`src/design/eiom_regs.svh`:
```
// register offsets, field positions and reset values of the expanded i/o
// function mapper; assumes 8-bit byte addresses on the plain register port
`ifndef EIOM_REGS_SVH
`define EIOM_REGS_SVH

// --------------------------------------------------------------------------
// offsets
// --------------------------------------------------------------------------
`define EIOM_CTRL_OFS 8'h00
`define EIOM_STAT_OFS 8'h04
`define EIOM_OASN_OFS 8'h08
`define EIOM_CFG_REGION 2'h1
`define EIOM_SCR_REGION 2'h2

// --------------------------------------------------------------------------
// fields
// --------------------------------------------------------------------------
`define EIOM_CTRL_UNIT_LSB 0
`define EIOM_CTRL_BEEP_BIT 2
`define EIOM_CFG_NOTIFY_BIT 0
`define EIOM_CFG_KEY_BIT 1
`define EIOM_CFG_SCR_EACH_BIT 2
`define EIOM_CFG_SCR_ALL_BIT 3
`define EIOM_CFG_SAVER_BIT 4
`define EIOM_CFG_KEY_LSB 8
`define EIOM_CFG_ALLNUM_LSB 16
`define EIOM_SYS_KEY_FIRST 5'h14
`define EIOM_KEY_LAST 5'h18

// --------------------------------------------------------------------------
// reset values
// --------------------------------------------------------------------------
`define EIOM_CTRL_RST 3'h0
`define EIOM_OASN_RST 16'h0000

`endif
```
`src/design/eiom_pkg.sv`:
```
// types of the expanded i/o function mapper
// assumes eiom_regs.svh supplies the numeric constants
package eiom_pkg;

    localparam int EIOM_TERMS = 16;
    localparam int EIOM_SCR_W = 12;

    // unit fitted on the expansion cable
    typedef enum logic [1:0] {
        EIOM_UNIT_IN16 = 2'h0,
        EIOM_UNIT_OUT16 = 2'h1,
        EIOM_UNIT_MIX = 2'h2
    } eiom_unit_e;

    typedef struct packed {
        logic [15:0] sync1;
        logic [15:0] sync2;
        logic [15:0] prev;
        logic [15:0] pending;
        logic [15:0][31:0] cfg;
        logic [15:0][EIOM_SCR_W-1:0] scr;
        logic [2:0] ctrl;
        logic [15:0] oasn;
        logic [15:0] out_pin;
        logic [15:0] notify;
        logic [31:0] rdata;
        logic [3:0] last_idx;
        logic key_stb;
        logic [4:0] key_code;
        logic scr_stb;
        logic scr_ret;
        logic [EIOM_SCR_W-1:0] scr_num;
        logic saver_exit;
        logic beep;
    } eiom_state_s;

endpackage

```
`src/design/eiom_mapper.sv`:
```
// expanded i/o function mapper: input terminals to controller bits, keys,
// screen switches and saver release; controller bits to output terminals.
// assumes: terminal pins asynchronous, controller bits and status on sys_clk_i
//
// What this block does
// - single-type sixteen point units use expanded numbers 0 to 15
// - mixed unit maps inputs and outputs each to numbers 0 to 7
// - any function may be configured on any terminal freely
// - notify terminal drives its controller bit to mirror the input
// - all simultaneous inputs are reported, none lost
// - key terminal acts as key; system keys only in system menu
// - digits, hex, clear, sign, point, home, arrows and menu accepted
// - key plus per-screen switch on one terminal: switch wins
// - screen number switches screen; number 0 returns to previous
// - per-screen target beats the all-screens target
// - output terminal follows its assigned controller bit
// - output terminal holds its level until the bit changes
// - saver-release terminal turning on wakes the display
// - key or switch terminal always releases the saver
// - notify and unassigned terminals use their own release setting
// - during saver a key or switch only wakes, action suppressed
// - notify changes reach controller even during saver
// - notify terminals never beep
// - other terminals beep according to a stored switch
`timescale 1ns/100ps
`include "eiom_regs.svh"

module eiom_mapper
    import eiom_pkg::*;
(
    input wire logic sys_clk_i,
    input wire logic rst_i,
    input wire logic ce_i,
    input wire logic [7:0] addr_i,
    input wire logic [31:0] wdata_i,
    input wire logic wr_i,
    input wire logic rd_i,
    output logic [31:0] rdata_o,
    input wire logic [15:0] in_pin_i,
    output logic [15:0] out_pin_o,
    input wire logic [15:0] ctrl_bits_i,
    output logic [15:0] notify_bits_o,
    input wire logic saver_active_i,
    input wire logic sys_menu_i,
    output logic key_stb_o,
    output logic [4:0] key_code_o,
    output logic scr_stb_o,
    output logic scr_ret_o,
    output logic [EIOM_SCR_W-1:0] scr_num_o,
    output logic saver_exit_o,
    output logic beep_o
);

    // ----------------------------------------------------------------------
    // helpers
    // ----------------------------------------------------------------------
    // which physical points carry inputs for the fitted unit
    function automatic logic [15:0] in_mask(input logic [1:0] unit);
        case (unit)
            EIOM_UNIT_IN16: in_mask = 16'hFFFF;
            EIOM_UNIT_MIX: in_mask = 16'h00FF;
            default: in_mask = 16'h0000;
        endcase
    endfunction

    // arrows and menu only count in the system menu
    function automatic logic is_sys_key(input logic [4:0] code);
        is_sys_key = (code >= `EIOM_SYS_KEY_FIRST);
    endfunction

    function automatic logic [3:0] first_set(input logic [15:0] v);
        first_set = 4'h0;
        for (int i = 15; i >= 0; i--) begin
            if (v[i]) begin
                first_set = 4'(i);
            end
        end
    endfunction

    // ----------------------------------------------------------------------
    // state
    // ----------------------------------------------------------------------
    eiom_state_s q, d;

    logic [15:0] imask;
    logic [15:0] rise;
    logic [15:0] ovals;
    logic [3:0] idx;
    logic [31:0] cf;
    logic has_key, has_each, has_all, has_scr, has_notify;
    logic [EIOM_SCR_W-1:0] target;

    always_comb begin
        d = q;
        imask = in_mask(q.ctrl[1:0]);
        // ------------------------------------------------------------------
        // input side
        // ------------------------------------------------------------------
        d.sync1 = in_pin_i;
        d.sync2 = q.sync1;
        d.prev = q.sync2;
        rise = q.sync2 & ~q.prev & imask;
        idx = first_set(q.pending);
        cf = q.cfg[idx];
        has_notify = cf[`EIOM_CFG_NOTIFY_BIT];
        has_key = cf[`EIOM_CFG_KEY_BIT];
        has_each = cf[`EIOM_CFG_SCR_EACH_BIT];
        has_all = cf[`EIOM_CFG_SCR_ALL_BIT];
        has_scr = has_each | has_all;
        // per-screen slot is reloaded by display logic on each screen change
        target = has_each ? q.scr[idx] :
            cf[`EIOM_CFG_ALLNUM_LSB +: EIOM_SCR_W];
        // every notify terminal mirrored in parallel, saver or not
        for (int i = 0; i < EIOM_TERMS; i++) begin
            d.notify[i] = q.sync2[i] & imask[i] &
                q.cfg[i][`EIOM_CFG_NOTIFY_BIT];
        end

        d.key_stb = 1'b0;
        d.scr_stb = 1'b0;
        d.scr_ret = 1'b0;
        d.saver_exit = 1'b0;
        d.beep = 1'b0;
        // one edge served per cycle; edges queue in pending, none dropped
        if (q.pending != 16'h0000) begin
            d.last_idx = idx;
            if (saver_active_i) begin
                // wake only, the key or switch itself is swallowed
                d.saver_exit = (has_key | has_scr) |
                    cf[`EIOM_CFG_SAVER_BIT];
            end else if (has_scr) begin
                // switch beats key on a shared terminal
                d.scr_num = target;
                d.scr_ret = (target == '0);
                d.scr_stb = (target != '0);
            end else if (has_key) begin
                d.key_code = cf[`EIOM_CFG_KEY_LSB +: 5];
                d.key_stb = !is_sys_key(d.key_code) | sys_menu_i;
            end
            d.beep = !has_notify & q.ctrl[`EIOM_CTRL_BEEP_BIT];
        end
        // a new edge on the served terminal survives its clear
        d.pending = (q.pending & ~(16'h0001 << idx)) | rise;

        // ------------------------------------------------------------------
        // output side
        // ------------------------------------------------------------------
        ovals = ctrl_bits_i & q.oasn;
        case (eiom_unit_e'(q.ctrl[1:0]))
            EIOM_UNIT_OUT16: d.out_pin = ovals;
            EIOM_UNIT_MIX: d.out_pin = {ovals[7:0], 8'h00};
            default: d.out_pin = 16'h0000;
        endcase

        // ------------------------------------------------------------------
        // register port
        // ------------------------------------------------------------------
        d.rdata = 32'h0000_0000;
        if (wr_i) begin
            if (addr_i == `EIOM_CTRL_OFS) begin
                d.ctrl = wdata_i[2:0];
            end else if (addr_i == `EIOM_OASN_OFS) begin
                d.oasn = wdata_i[15:0];
            end else if (addr_i[7:6] == `EIOM_CFG_REGION) begin
                d.cfg[addr_i[5:2]] = wdata_i;
            end else if (addr_i[7:6] == `EIOM_SCR_REGION) begin
                d.scr[addr_i[5:2]] = wdata_i[EIOM_SCR_W-1:0];
            end
        end
        if (rd_i) begin
            if (addr_i == `EIOM_CTRL_OFS) begin
                d.rdata = {29'h0000_0000, q.ctrl};
            end else if (addr_i == `EIOM_STAT_OFS) begin
                d.rdata = {12'h000, q.last_idx, q.sync2 & imask};
            end else if (addr_i == `EIOM_OASN_OFS) begin
                d.rdata = {16'h0000, q.oasn};
            end else if (addr_i[7:6] == `EIOM_CFG_REGION) begin
                d.rdata = q.cfg[addr_i[5:2]];
            end else if (addr_i[7:6] == `EIOM_SCR_REGION) begin
                d.rdata = {20'h0_0000, q.scr[addr_i[5:2]]};
            end
        end
    end

    always_ff @(posedge sys_clk_i or posedge rst_i) begin
        if (rst_i) begin
            q <= '0;
        end else if (ce_i) begin
            q <= d;
        end
    end

    assign rdata_o = q.rdata;
    assign out_pin_o = q.out_pin;
    assign notify_bits_o = q.notify;
    assign key_stb_o = q.key_stb;
    assign key_code_o = q.key_code;
    assign scr_stb_o = q.scr_stb;
    assign scr_ret_o = q.scr_ret;
    assign scr_num_o = q.scr_num;
    assign saver_exit_o = q.saver_exit;
    assign beep_o = q.beep;

    // ----------------------------------------------------------------------
    // checks
    // ----------------------------------------------------------------------
    logic [15:0] beep_cfg_notify;
    always_comb begin
        for (int i = 0; i < EIOM_TERMS; i++) begin
            beep_cfg_notify[i] = q.cfg[i][`EIOM_CFG_NOTIFY_BIT];
        end
    end

    property p_no_beep_notify;
        @(posedge sys_clk_i) disable iff (rst_i)
        beep_o |-> !beep_cfg_notify[q.last_idx];
    endproperty
    a_no_beep_notify: assert property (p_no_beep_notify)
        else $error("beep for a notify terminal");

    property p_saver_swallows;
        @(posedge sys_clk_i) disable iff (rst_i)
        (key_stb_o || scr_stb_o || scr_ret_o) |-> !$past(saver_active_i);
    endproperty
    a_saver_swallows: assert property (p_saver_swallows)
        else $error("key or switch action taken during saver");

    property p_exit_needs_saver;
        @(posedge sys_clk_i) disable iff (rst_i)
        saver_exit_o |-> $past(saver_active_i) && $past(q.pending != 0);
    endproperty
    a_exit_needs_saver: assert property (p_exit_needs_saver)
        else $error("saver exit without saver and press");

    property p_sys_key_menu;
        @(posedge sys_clk_i) disable iff (rst_i)
        (key_stb_o && key_code_o >= `EIOM_SYS_KEY_FIRST) |-> $past(sys_menu_i);
    endproperty
    a_sys_key_menu: assert property (p_sys_key_menu)
        else $error("system key outside system menu");

    property p_switch_over_key;
        @(posedge sys_clk_i) disable iff (rst_i)
        (scr_stb_o || scr_ret_o) |-> !key_stb_o && !(scr_stb_o && scr_ret_o);
    endproperty
    a_switch_over_key: assert property (p_switch_over_key)
        else $error("key and switch fired together");

    property p_return_zero;
        @(posedge sys_clk_i) disable iff (rst_i)
        scr_ret_o |-> scr_num_o == '0;
    endproperty
    a_return_zero: assert property (p_return_zero)
        else $error("screen return with nonzero number");

    property p_out_follow;
        @(posedge sys_clk_i) disable iff (rst_i)
        ($past(ce_i) && $past(q.ctrl[1:0]) == EIOM_UNIT_OUT16)
            |-> out_pin_o == $past(ctrl_bits_i & q.oasn);
    endproperty
    a_out_follow: assert property (p_out_follow)
        else $error("output terminal not following its bit");

    property p_out_hold;
        @(posedge sys_clk_i) disable iff (rst_i)
        ($stable(ctrl_bits_i) && $stable(q.oasn) && $stable(q.ctrl))
            ##1 $stable(ctrl_bits_i) |-> $stable(out_pin_o);
    endproperty
    a_out_hold: assert property (p_out_hold)
        else $error("output terminal changed with stable bit");

    property p_mix_upper_quiet;
        @(posedge sys_clk_i) disable iff (rst_i)
        (q.ctrl[1:0] == EIOM_UNIT_MIX && ce_i) ##1 ce_i
            |-> notify_bits_o[15:8] == 8'h00 && out_pin_o[7:0] == 8'h00;
    endproperty
    a_mix_upper_quiet: assert property (p_mix_upper_quiet)
        else $error("mixed unit uses wrong points");

    property p_notify_mirror;
        @(posedge sys_clk_i) disable iff (rst_i)
        (ce_i && q.ctrl[1:0] == EIOM_UNIT_IN16 && q.cfg[0][0]) ##1
            (ce_i && $stable(q.cfg[0]) && $stable(q.ctrl))
            |=> notify_bits_o[0] == $past(q.sync2[0]);
    endproperty
    a_notify_mirror: assert property (p_notify_mirror)
        else $error("notify bit not mirroring terminal");

    // ----------------------------------------------------------------------
    // checks on unit modes, saver, beep, the edge queue and read data
    // ----------------------------------------------------------------------
    // consequents look one registered step back; ce_i low in that step
    // would leave a frozen output that only looks stale

    property p_in16_quiet_out;
        @(posedge sys_clk_i) disable iff (rst_i)
        ($past(ce_i) && $past(q.ctrl[1:0]) == EIOM_UNIT_IN16)
            |-> out_pin_o == 16'h0000;
    endproperty
    a_in16_quiet_out: assert property (p_in16_quiet_out)
        else $error("input unit drives an output terminal");

    property p_out16_quiet_in;
        @(posedge sys_clk_i) disable iff (rst_i)
        ($past(ce_i) && $past(q.ctrl[1:0]) == EIOM_UNIT_OUT16)
            |-> notify_bits_o == 16'h0000;
    endproperty
    a_out16_quiet_in: assert property (p_out16_quiet_in)
        else $error("output unit reports an input");

    property p_mix_out_follow;
        @(posedge sys_clk_i) disable iff (rst_i)
        ($past(ce_i) && $past(q.ctrl[1:0]) == EIOM_UNIT_MIX)
            |-> out_pin_o[15:8] == $past(ctrl_bits_i[7:0] & q.oasn[7:0]);
    endproperty
    a_mix_out_follow: assert property (p_mix_out_follow)
        else $error("mixed unit output not following its bit");

    property p_key_wakes;
        @(posedge sys_clk_i) disable iff (rst_i)
        ($past(ce_i) && $past(saver_active_i) && $past(q.pending != 16'h0000)
            && $past(has_key || has_scr)) |-> saver_exit_o;
    endproperty
    a_key_wakes: assert property (p_key_wakes)
        else $error("key or switch terminal left the saver on");

    property p_plain_no_wake;
        @(posedge sys_clk_i) disable iff (rst_i)
        ($past(ce_i) && $past(saver_active_i) && $past(q.pending != 16'h0000)
            && $past(!has_key && !has_scr && !cf[`EIOM_CFG_SAVER_BIT]))
            |-> !saver_exit_o;
    endproperty
    a_plain_no_wake: assert property (p_plain_no_wake)
        else $error("terminal without release setting woke the saver");

    property p_wake_only;
        @(posedge sys_clk_i) disable iff (rst_i)
        saver_exit_o |-> !key_stb_o && !scr_stb_o && !scr_ret_o;
    endproperty
    a_wake_only: assert property (p_wake_only)
        else $error("action taken together with saver exit");

    property p_beep_needs_press;
        @(posedge sys_clk_i) disable iff (rst_i)
        (beep_o && $past(ce_i))
            |-> $past(q.pending != 16'h0000)
            && $past(q.ctrl[`EIOM_CTRL_BEEP_BIT]);
    endproperty
    a_beep_needs_press: assert property (p_beep_needs_press)
        else $error("beep without press or with sound off");

    property p_edge_only_pending;
        @(posedge sys_clk_i) disable iff (rst_i)
        $past(ce_i) |-> (q.pending & ~$past(q.pending) & ~$past(rise))
            == 16'h0000;
    endproperty
    a_edge_only_pending: assert property (p_edge_only_pending)
        else $error("press queued without an off-to-on edge");

    property p_served_only_clear;
        @(posedge sys_clk_i) disable iff (rst_i)
        $past(ce_i) |-> ($past(q.pending) & ~q.pending
            & ~(16'h0001 << $past(idx))) == 16'h0000;
    endproperty
    a_served_only_clear: assert property (p_served_only_clear)
        else $error("queued press dropped without service");

    property p_rdata_idle;
        @(posedge sys_clk_i) disable iff (rst_i)
        ($past(ce_i) && !$past(rd_i)) |-> rdata_o == 32'h0000_0000;
    endproperty
    a_rdata_idle: assert property (p_rdata_idle)
        else $error("read data outside the cycle after a read");

endmodule

```
`config.mk`:
```
export PLATFORM = sky130hd
export DESIGN_NAME = eiom_mapper
export DESIGN_NICKNAME = d
export VERILOG_FILES = /design/src/design/eiom_pkg.sv /design/src/design/eiom_mapper.sv
export VERILOG_INCLUDE_DIRS = /design/src /design/src/design
export SDC_FILE = /design/constraint.sdc
export NUM_CORES = 2
export LEC_CHECK = 0
export BUFFER_PORTS_ARGS = -buffer_cell sky130_fd_sc_hd__clkbuf_2
export CAP_MARGIN = 20
export CORE_MARGIN = 2
export CORE_UTILIZATION = 30
export CTS_CLUSTER_DIAMETER = 30
export CTS_CLUSTER_SIZE = 12
export DETAILED_ROUTE_END_ITERATION = 7
export PLACE_DENSITY = 0.51
export SLEW_MARGIN = 20
export SYNTH_ARGS = -nofsm -noshare
export SYNTH_HDL_FRONTEND = slang
export SYNTH_SLANG_ARGS = --single-unit
```
`constraint.sdc`:
```
create_clock -name sys_clk_i -period 65 [get_ports sys_clk_i]
set_clock_uncertainty 0.15 [all_clocks]
set_input_delay 13 -clock sys_clk_i [delete_from_list [all_inputs] [get_ports sys_clk_i]]
set_output_delay 13 -clock sys_clk_i [all_outputs]
set_load 0.005 [all_outputs]
```
---- Word-level counts from Yosys, hierarchy flattened ----
Index checks and enable logic that the tools add are counted.
Widths: inputs -> output; s select.
storage, ports and cells
  register bits ........................... 877
  bits in latches ......................... 0
  memory bits (writable) .................. 0
  bits in read-only memories .............. 0
  bits of input ports ..................... 79
  output and inout bits ................... 86
  logic and storage cells ................. 170
  memories ................................ 0
operators by class
  add/sub/neg operators ................... 0
  multiply operators ...................... 0
  divide/modulo/power cells ............... 0
  order comparisons ....................... 4
  equality and inequality tests ........... 6
  shifts and indexed selects .............. 1
  mux-type cells .......................... 45
  bitwise logic cells ..................... 50
  reduce and logical (&&, ||, !) cells .... 15
operators by type and width
  operator              count
  $bwmux 512            1
  $bmux 32 s4           2
  $mux 32               7
  $bwmux 192            1
  $demux 32 s4          1
  $bmux 12 s4           2
  $and 16x16->16        5
  $mux 4                16
  $pmux 16 s2           2
  $mux 12               5
  $demux 12 s4          1
  $and 1x1->1           33
  $not 16->16           2
  $mux 28               1
  $mux 22               1
  $mux 20               1
  $or 16x16->16         1
  $reduce_bool 16->1    1
  $shl 1x4->16 const A  1
  $mux 14               1
  $logic_not 12->1      1
  $mux 6                2
  $reduce_bool 12->1    1
  $lt 4x5->1 const B    2
  other kinds (18)      30

---- Logic depth before layout (Yosys ltp) ----
  depth in word-level cells ............... 25
  depth in mapped cells ................... 15
  mapped depth without buffers ............ 11

---- Worst setup path after synthesis ----
No wires, ideal clock.
  path kind ............................... input to register
  start ................................... input addr_i[2]
  end ..................................... register q (netlist bit rdata_o[0])
  setup time .............................. 0.135 ns
  data arrival time ....................... 15.863 ns
  data required time ...................... 64.715 ns
  path slack .............................. 48.853 ns
  stages on the path ...................... 9
  buffers on the path ..................... 5
  cell sequence ........................... buf_2 -> buf_2 -> clkbuf_1 -> buf_1 -> clkbuf_1 -> mux4_2 -> mux4_2 -> a21oi_1 -> o22ai_1
between the ends
  longest elaborated chain between the ends .. 8
  elaborated cells on any way between the ends .. 13
  classes of those cells .................. eq/ne (2); mux (10); reduce/logical (1)
RTL lines
  element                        line                text
  start, declared                eiom_mapper.sv:34   input wire logic [7:0] addr_i,
  $bmux 12 s4                    eiom_mapper.sv:180  d.rdata = {20'h0_0000, q.scr[addr_i[5:2]]};
  $mux 12 (implied by the code)  eiom_mapper.sv:180
  $mux 12                        eiom_mapper.sv:179  end else if (addr_i[7:6] == `EIOM_SCR_REGION) begin
  $mux 32                        eiom_mapper.sv:177  end else if (addr_i[7:6] == `EIOM_CFG_REGION) begin
  $mux 32                        eiom_mapper.sv:175  end else if (addr_i == `EIOM_OASN_OFS) begin
  $mux 32                        eiom_mapper.sv:173  end else if (addr_i == `EIOM_STAT_OFS) begin
  $mux 32 (*)                    eiom_mapper.sv:171  if (addr_i == `EIOM_CTRL_OFS) begin
  $mux 32 (*)                    eiom_mapper.sv:170  if (rd_i) begin
  end signal, assigned           eiom_mapper.sv:187  q <= '0;
  end signal, assigned           eiom_mapper.sv:189  q <= d;
  end, declared                  eiom_mapper.sv:83   eiom_state_s q, d;
Every way passes the cells marked *; elsewhere a longest branch is shown, timed or not. The select of a mux whose other input is x is not followed.
A chain may end at the register's enable or synchronous reset.

==> qor.csv <==
metric,value,unit
status,finished clean,
Avg WL per Cell,27.4,µm
Max-slew headroom,0.206,
First-pass DRT Iterations,6,
drt initial violations,2905,
final wirelength,158000,µm
cell row count,141,
Highest Clock Rate,61.1,MHz
Crit Path Category,in -> async,
part of the cycle the worst path needs,0.252,
Least-Margin Pin Slew,1.19,ns
clk_lat worst skew,0.80,ns
critical path buffer and inverter count,6,
main combinational cell family by area after synthesis,multiplexers,
vias per inst,5.49,
post-synthesis xor/xnor area fraction,0,
Die H,390,µm
# setup viols final,0,
"FF+latch count, synth",877,
layout cell share with drive strength beyond 1,0.424,
Total GRT Usage,0.207,
IO buf count,164,
HPWL Detailed,96100,µm
Post-Synth Adder-Cell Area,0.000840,
CP Max Fanout,112,
postcts setup bufs,0,
Hold WS,0.319,ns
clk root buf,clkbuf_16,
Post-Syn Area per Cell,12.4,µm²
post-cts sizing count,0,
Area contributors post-synth,"dfrtp_1, mux2_2, mux4_2, nand2_1, nand3_1",
Die X,390,µm
Initial Util,0.302,
vias in the first global route,31947,
sequential area share after synthesis,0.491,
crit start category,input pin,
clk sink count,877,
"most used cell, CP",buf_4,
Synth Cell Area,44700,µm²
crit-path cells,"clkbuf_2, inv_8, buf_4, buf_4, buf_4, buf_4",
die area,152000,µm²
Post-synth EDFFs,0,
final hold viol count,0,
Mapped Nets,3677,
crit path time final,16.37,ns
H-tree depth,4,
final worst slack,48.63,ns
CP max-delay cell,buf_4,
TritonCTS Buffers,189,
# IOs,165,
setup_tns,0,ns
grt ovf,0,
Layout Area Growth over Synthesis,20.0,%
RSZ-0062 raised after global routing,no,
Post-Syn Instances,3595,
largest net degree at the start of global routing,156,
Max Cap Violations,0,
multiplexer share of the synthesized area,0.324,
FILL cells,14360,
Async SR Flop Fraction,1.00,
routed via count,31526,
core footprint,148000,µm²
detailed-route DRC error count,0,
first-pass GRT wire length,231000,µm
NumNets Final,3736,
Yosys cell types,68,
hold_buf cts,0,
CTS tree,done,
capturing element type of the critical path,asynchronous set/reset pin,
Final Util,0.363,
initial antenna violation count,12,
placer congestion estimate,0.830,
VDD IR max,29.6,µV
"Top FF cell, synth",dfrtp_1,
"worst slack, placed",47.52,ns
CP top delay family,buffers and inverters,
Yosys top cell area share,0.491,
Synth Area in Simple Gates,0.0812,
pwr dens,39.3,nW/µm²
CP peak stage delay,0.84,ns
"Clk pin slew, worst setup/hold paths",0.04,ns
Synth Area in Compound Gates,0.0541,
clk buf depth,3,
ANT nets after route,0,
WP data arrival,17.03,ns
Leak,23.9,nW
Synth area leader,dfrtp_1,
HP Class,reg -> reg,
Ys Warns,0,
Worst EP required,65.66,ns
final max-slew violation count,0,
final timing paths:
check                                   startpoint                       end  slack, ns  depth (start not counted)
max in group sys_clk_i                   addr_i[2]        q[722]$_DFFE_PP0P_      48.81                          7
worst max register to register  q[820]$_DFFE_PP0P_  scr_num_o[3]$_DFFE_PP0P_      58.51                         10
min in group asynchronous                    rst_i        q[187]$_DFFE_PP0P_      12.19                          2
worst min-delay path            q[836]$_DFFE_PP0P_        q[820]$_DFFE_PP0P_       0.32                          1
worst min register to register  q[836]$_DFFE_PP0P_        q[820]$_DFFE_PP0P_       0.32                          1
worst max-delay path                         rst_i        q[503]$_DFFE_PP0P_      48.63                          6
layout make-up:
class	count	area (µm²)	share of cell area
Antenna cell	2	5.00	0.0000934
Clock buffer	245	5250	0.0980
Clock inverter	106	1380	0.0256
Inverter	90	345	0.00644
Multi-Input combinational cell	2250	20700	0.387
Sequential cell	877	21900	0.409
Tap cell	1930	2410	0.0450
Timing Repair Buffer	246	1540	0.0287
cell families (layout without fill, tap and decap cells):
group,after synthesis,count (layout)
fa+ha+maj,3,3
simple gates,815,815
other cells,0,2
flops,877,877
compound gates,365,365
buf+inv,468,687
mux,1067,1067
state kept, by name (all words and copies together) (netlist names), 5 cells and up:
name             cells
key_code_o           5
notify_bits_o       16
out_pin_o           16
q                  743
d                   32
scr_num_o           12
rdata_o             32
beep_cfg_notify     16
stage by stage:
| step | instances | instance area, µm² | power (mW) |
|---|---|---|---|
| after detailed placement | 5392 | 47000 | 1.12 |
| after global routing | 5744 | 53600 | 2.18 |
| after floorplan | 3595 | 44700 | 0.938 |
| after global placement | 5391 | 46900 | 1.11 |
| after CTS | 5743 | 53600 | 2.11 |
| final | 5746 | 53600 | 2.11 |
placed cells by master (no fill, tap or decap), types with 6 or more instances in the layout:
cell / Yosys / layout
clkinv_2: 0 / 37
nand2b_1: 18 / 17
nor2_4: 0 / 10
inv_1: 90 / 89
o21ai_0: 80 / 80
a221o_1: 8 / 8
o22ai_1: 46 / 46
a31oi_1: 30 / 30
dfrtp_1: 877 / 877
o221ai_1: 11 / 11
bufinv_16: 0 / 25
mux2i_1: 64 / 64
a21oi_1: 78 / 77
nand3_1: 133 / 131
clkinv_4: 0 / 12
o311ai_0: 6 / 6
o32ai_1: 10 / 10
or4_1: 7 / 7
and3_1: 28 / 27
or3_1: 10 / 10
inv_6: 0 / 12
buf_4: 88 / 79
clkbuf_8: 0 / 27
nand2_1: 466 / 463
mux2_2: 779 / 779
nor2_1: 74 / 63
a222oi_1: 7 / 7
nor3_1: 10 / 7
nor4_1: 12 / 12
clkbuf_16: 0 / 191
mux4_2: 224 / 224
clkbuf_2: 0 / 159
a211oi_1: 11 / 11
a311oi_1: 21 / 21
clkinvlp_4: 0 / 13
a22oi_1: 11 / 11
nor2b_1: 10 / 8
nand4_1: 27 / 27
clkbuf_1: 164 / 27
power by group:
part | leakage, nW | internal [mW] | total, mW | switching (mW)
clock network | 3.24 | 0.667 | 0.990 | 0.323
registers | 11.8 | 0.598 | 0.639 | 0.0411
logic | 8.91 | 0.154 | 0.477 | 0.322
synth_stat cells, types with 46 or more instances:
library cell and instances:
nand3_1 133, buf_1 61, mux2i_1 64, buf_4 88
o22ai_1 46, a21oi_1 78, clkbuf_1 164, o21ai_0 80
buf_2 61, nor2_1 74, dfrtp_1 877, nand2_1 466
mux4_2 224, mux2_2 779, inv_1 90
metal layers:
layer	vias to the layer above	wire, µm	track usage	share of wire
li1	13242	-	-	-
met1	16770	70900	0.292	0.45
met2	1253	70400	0.310	0.45
met3	251	11800	0.0488	0.075
met4	10	4380	0.0695	0.028
met5	-	74	0	0.00047
(Power assumes the default switching activity.)
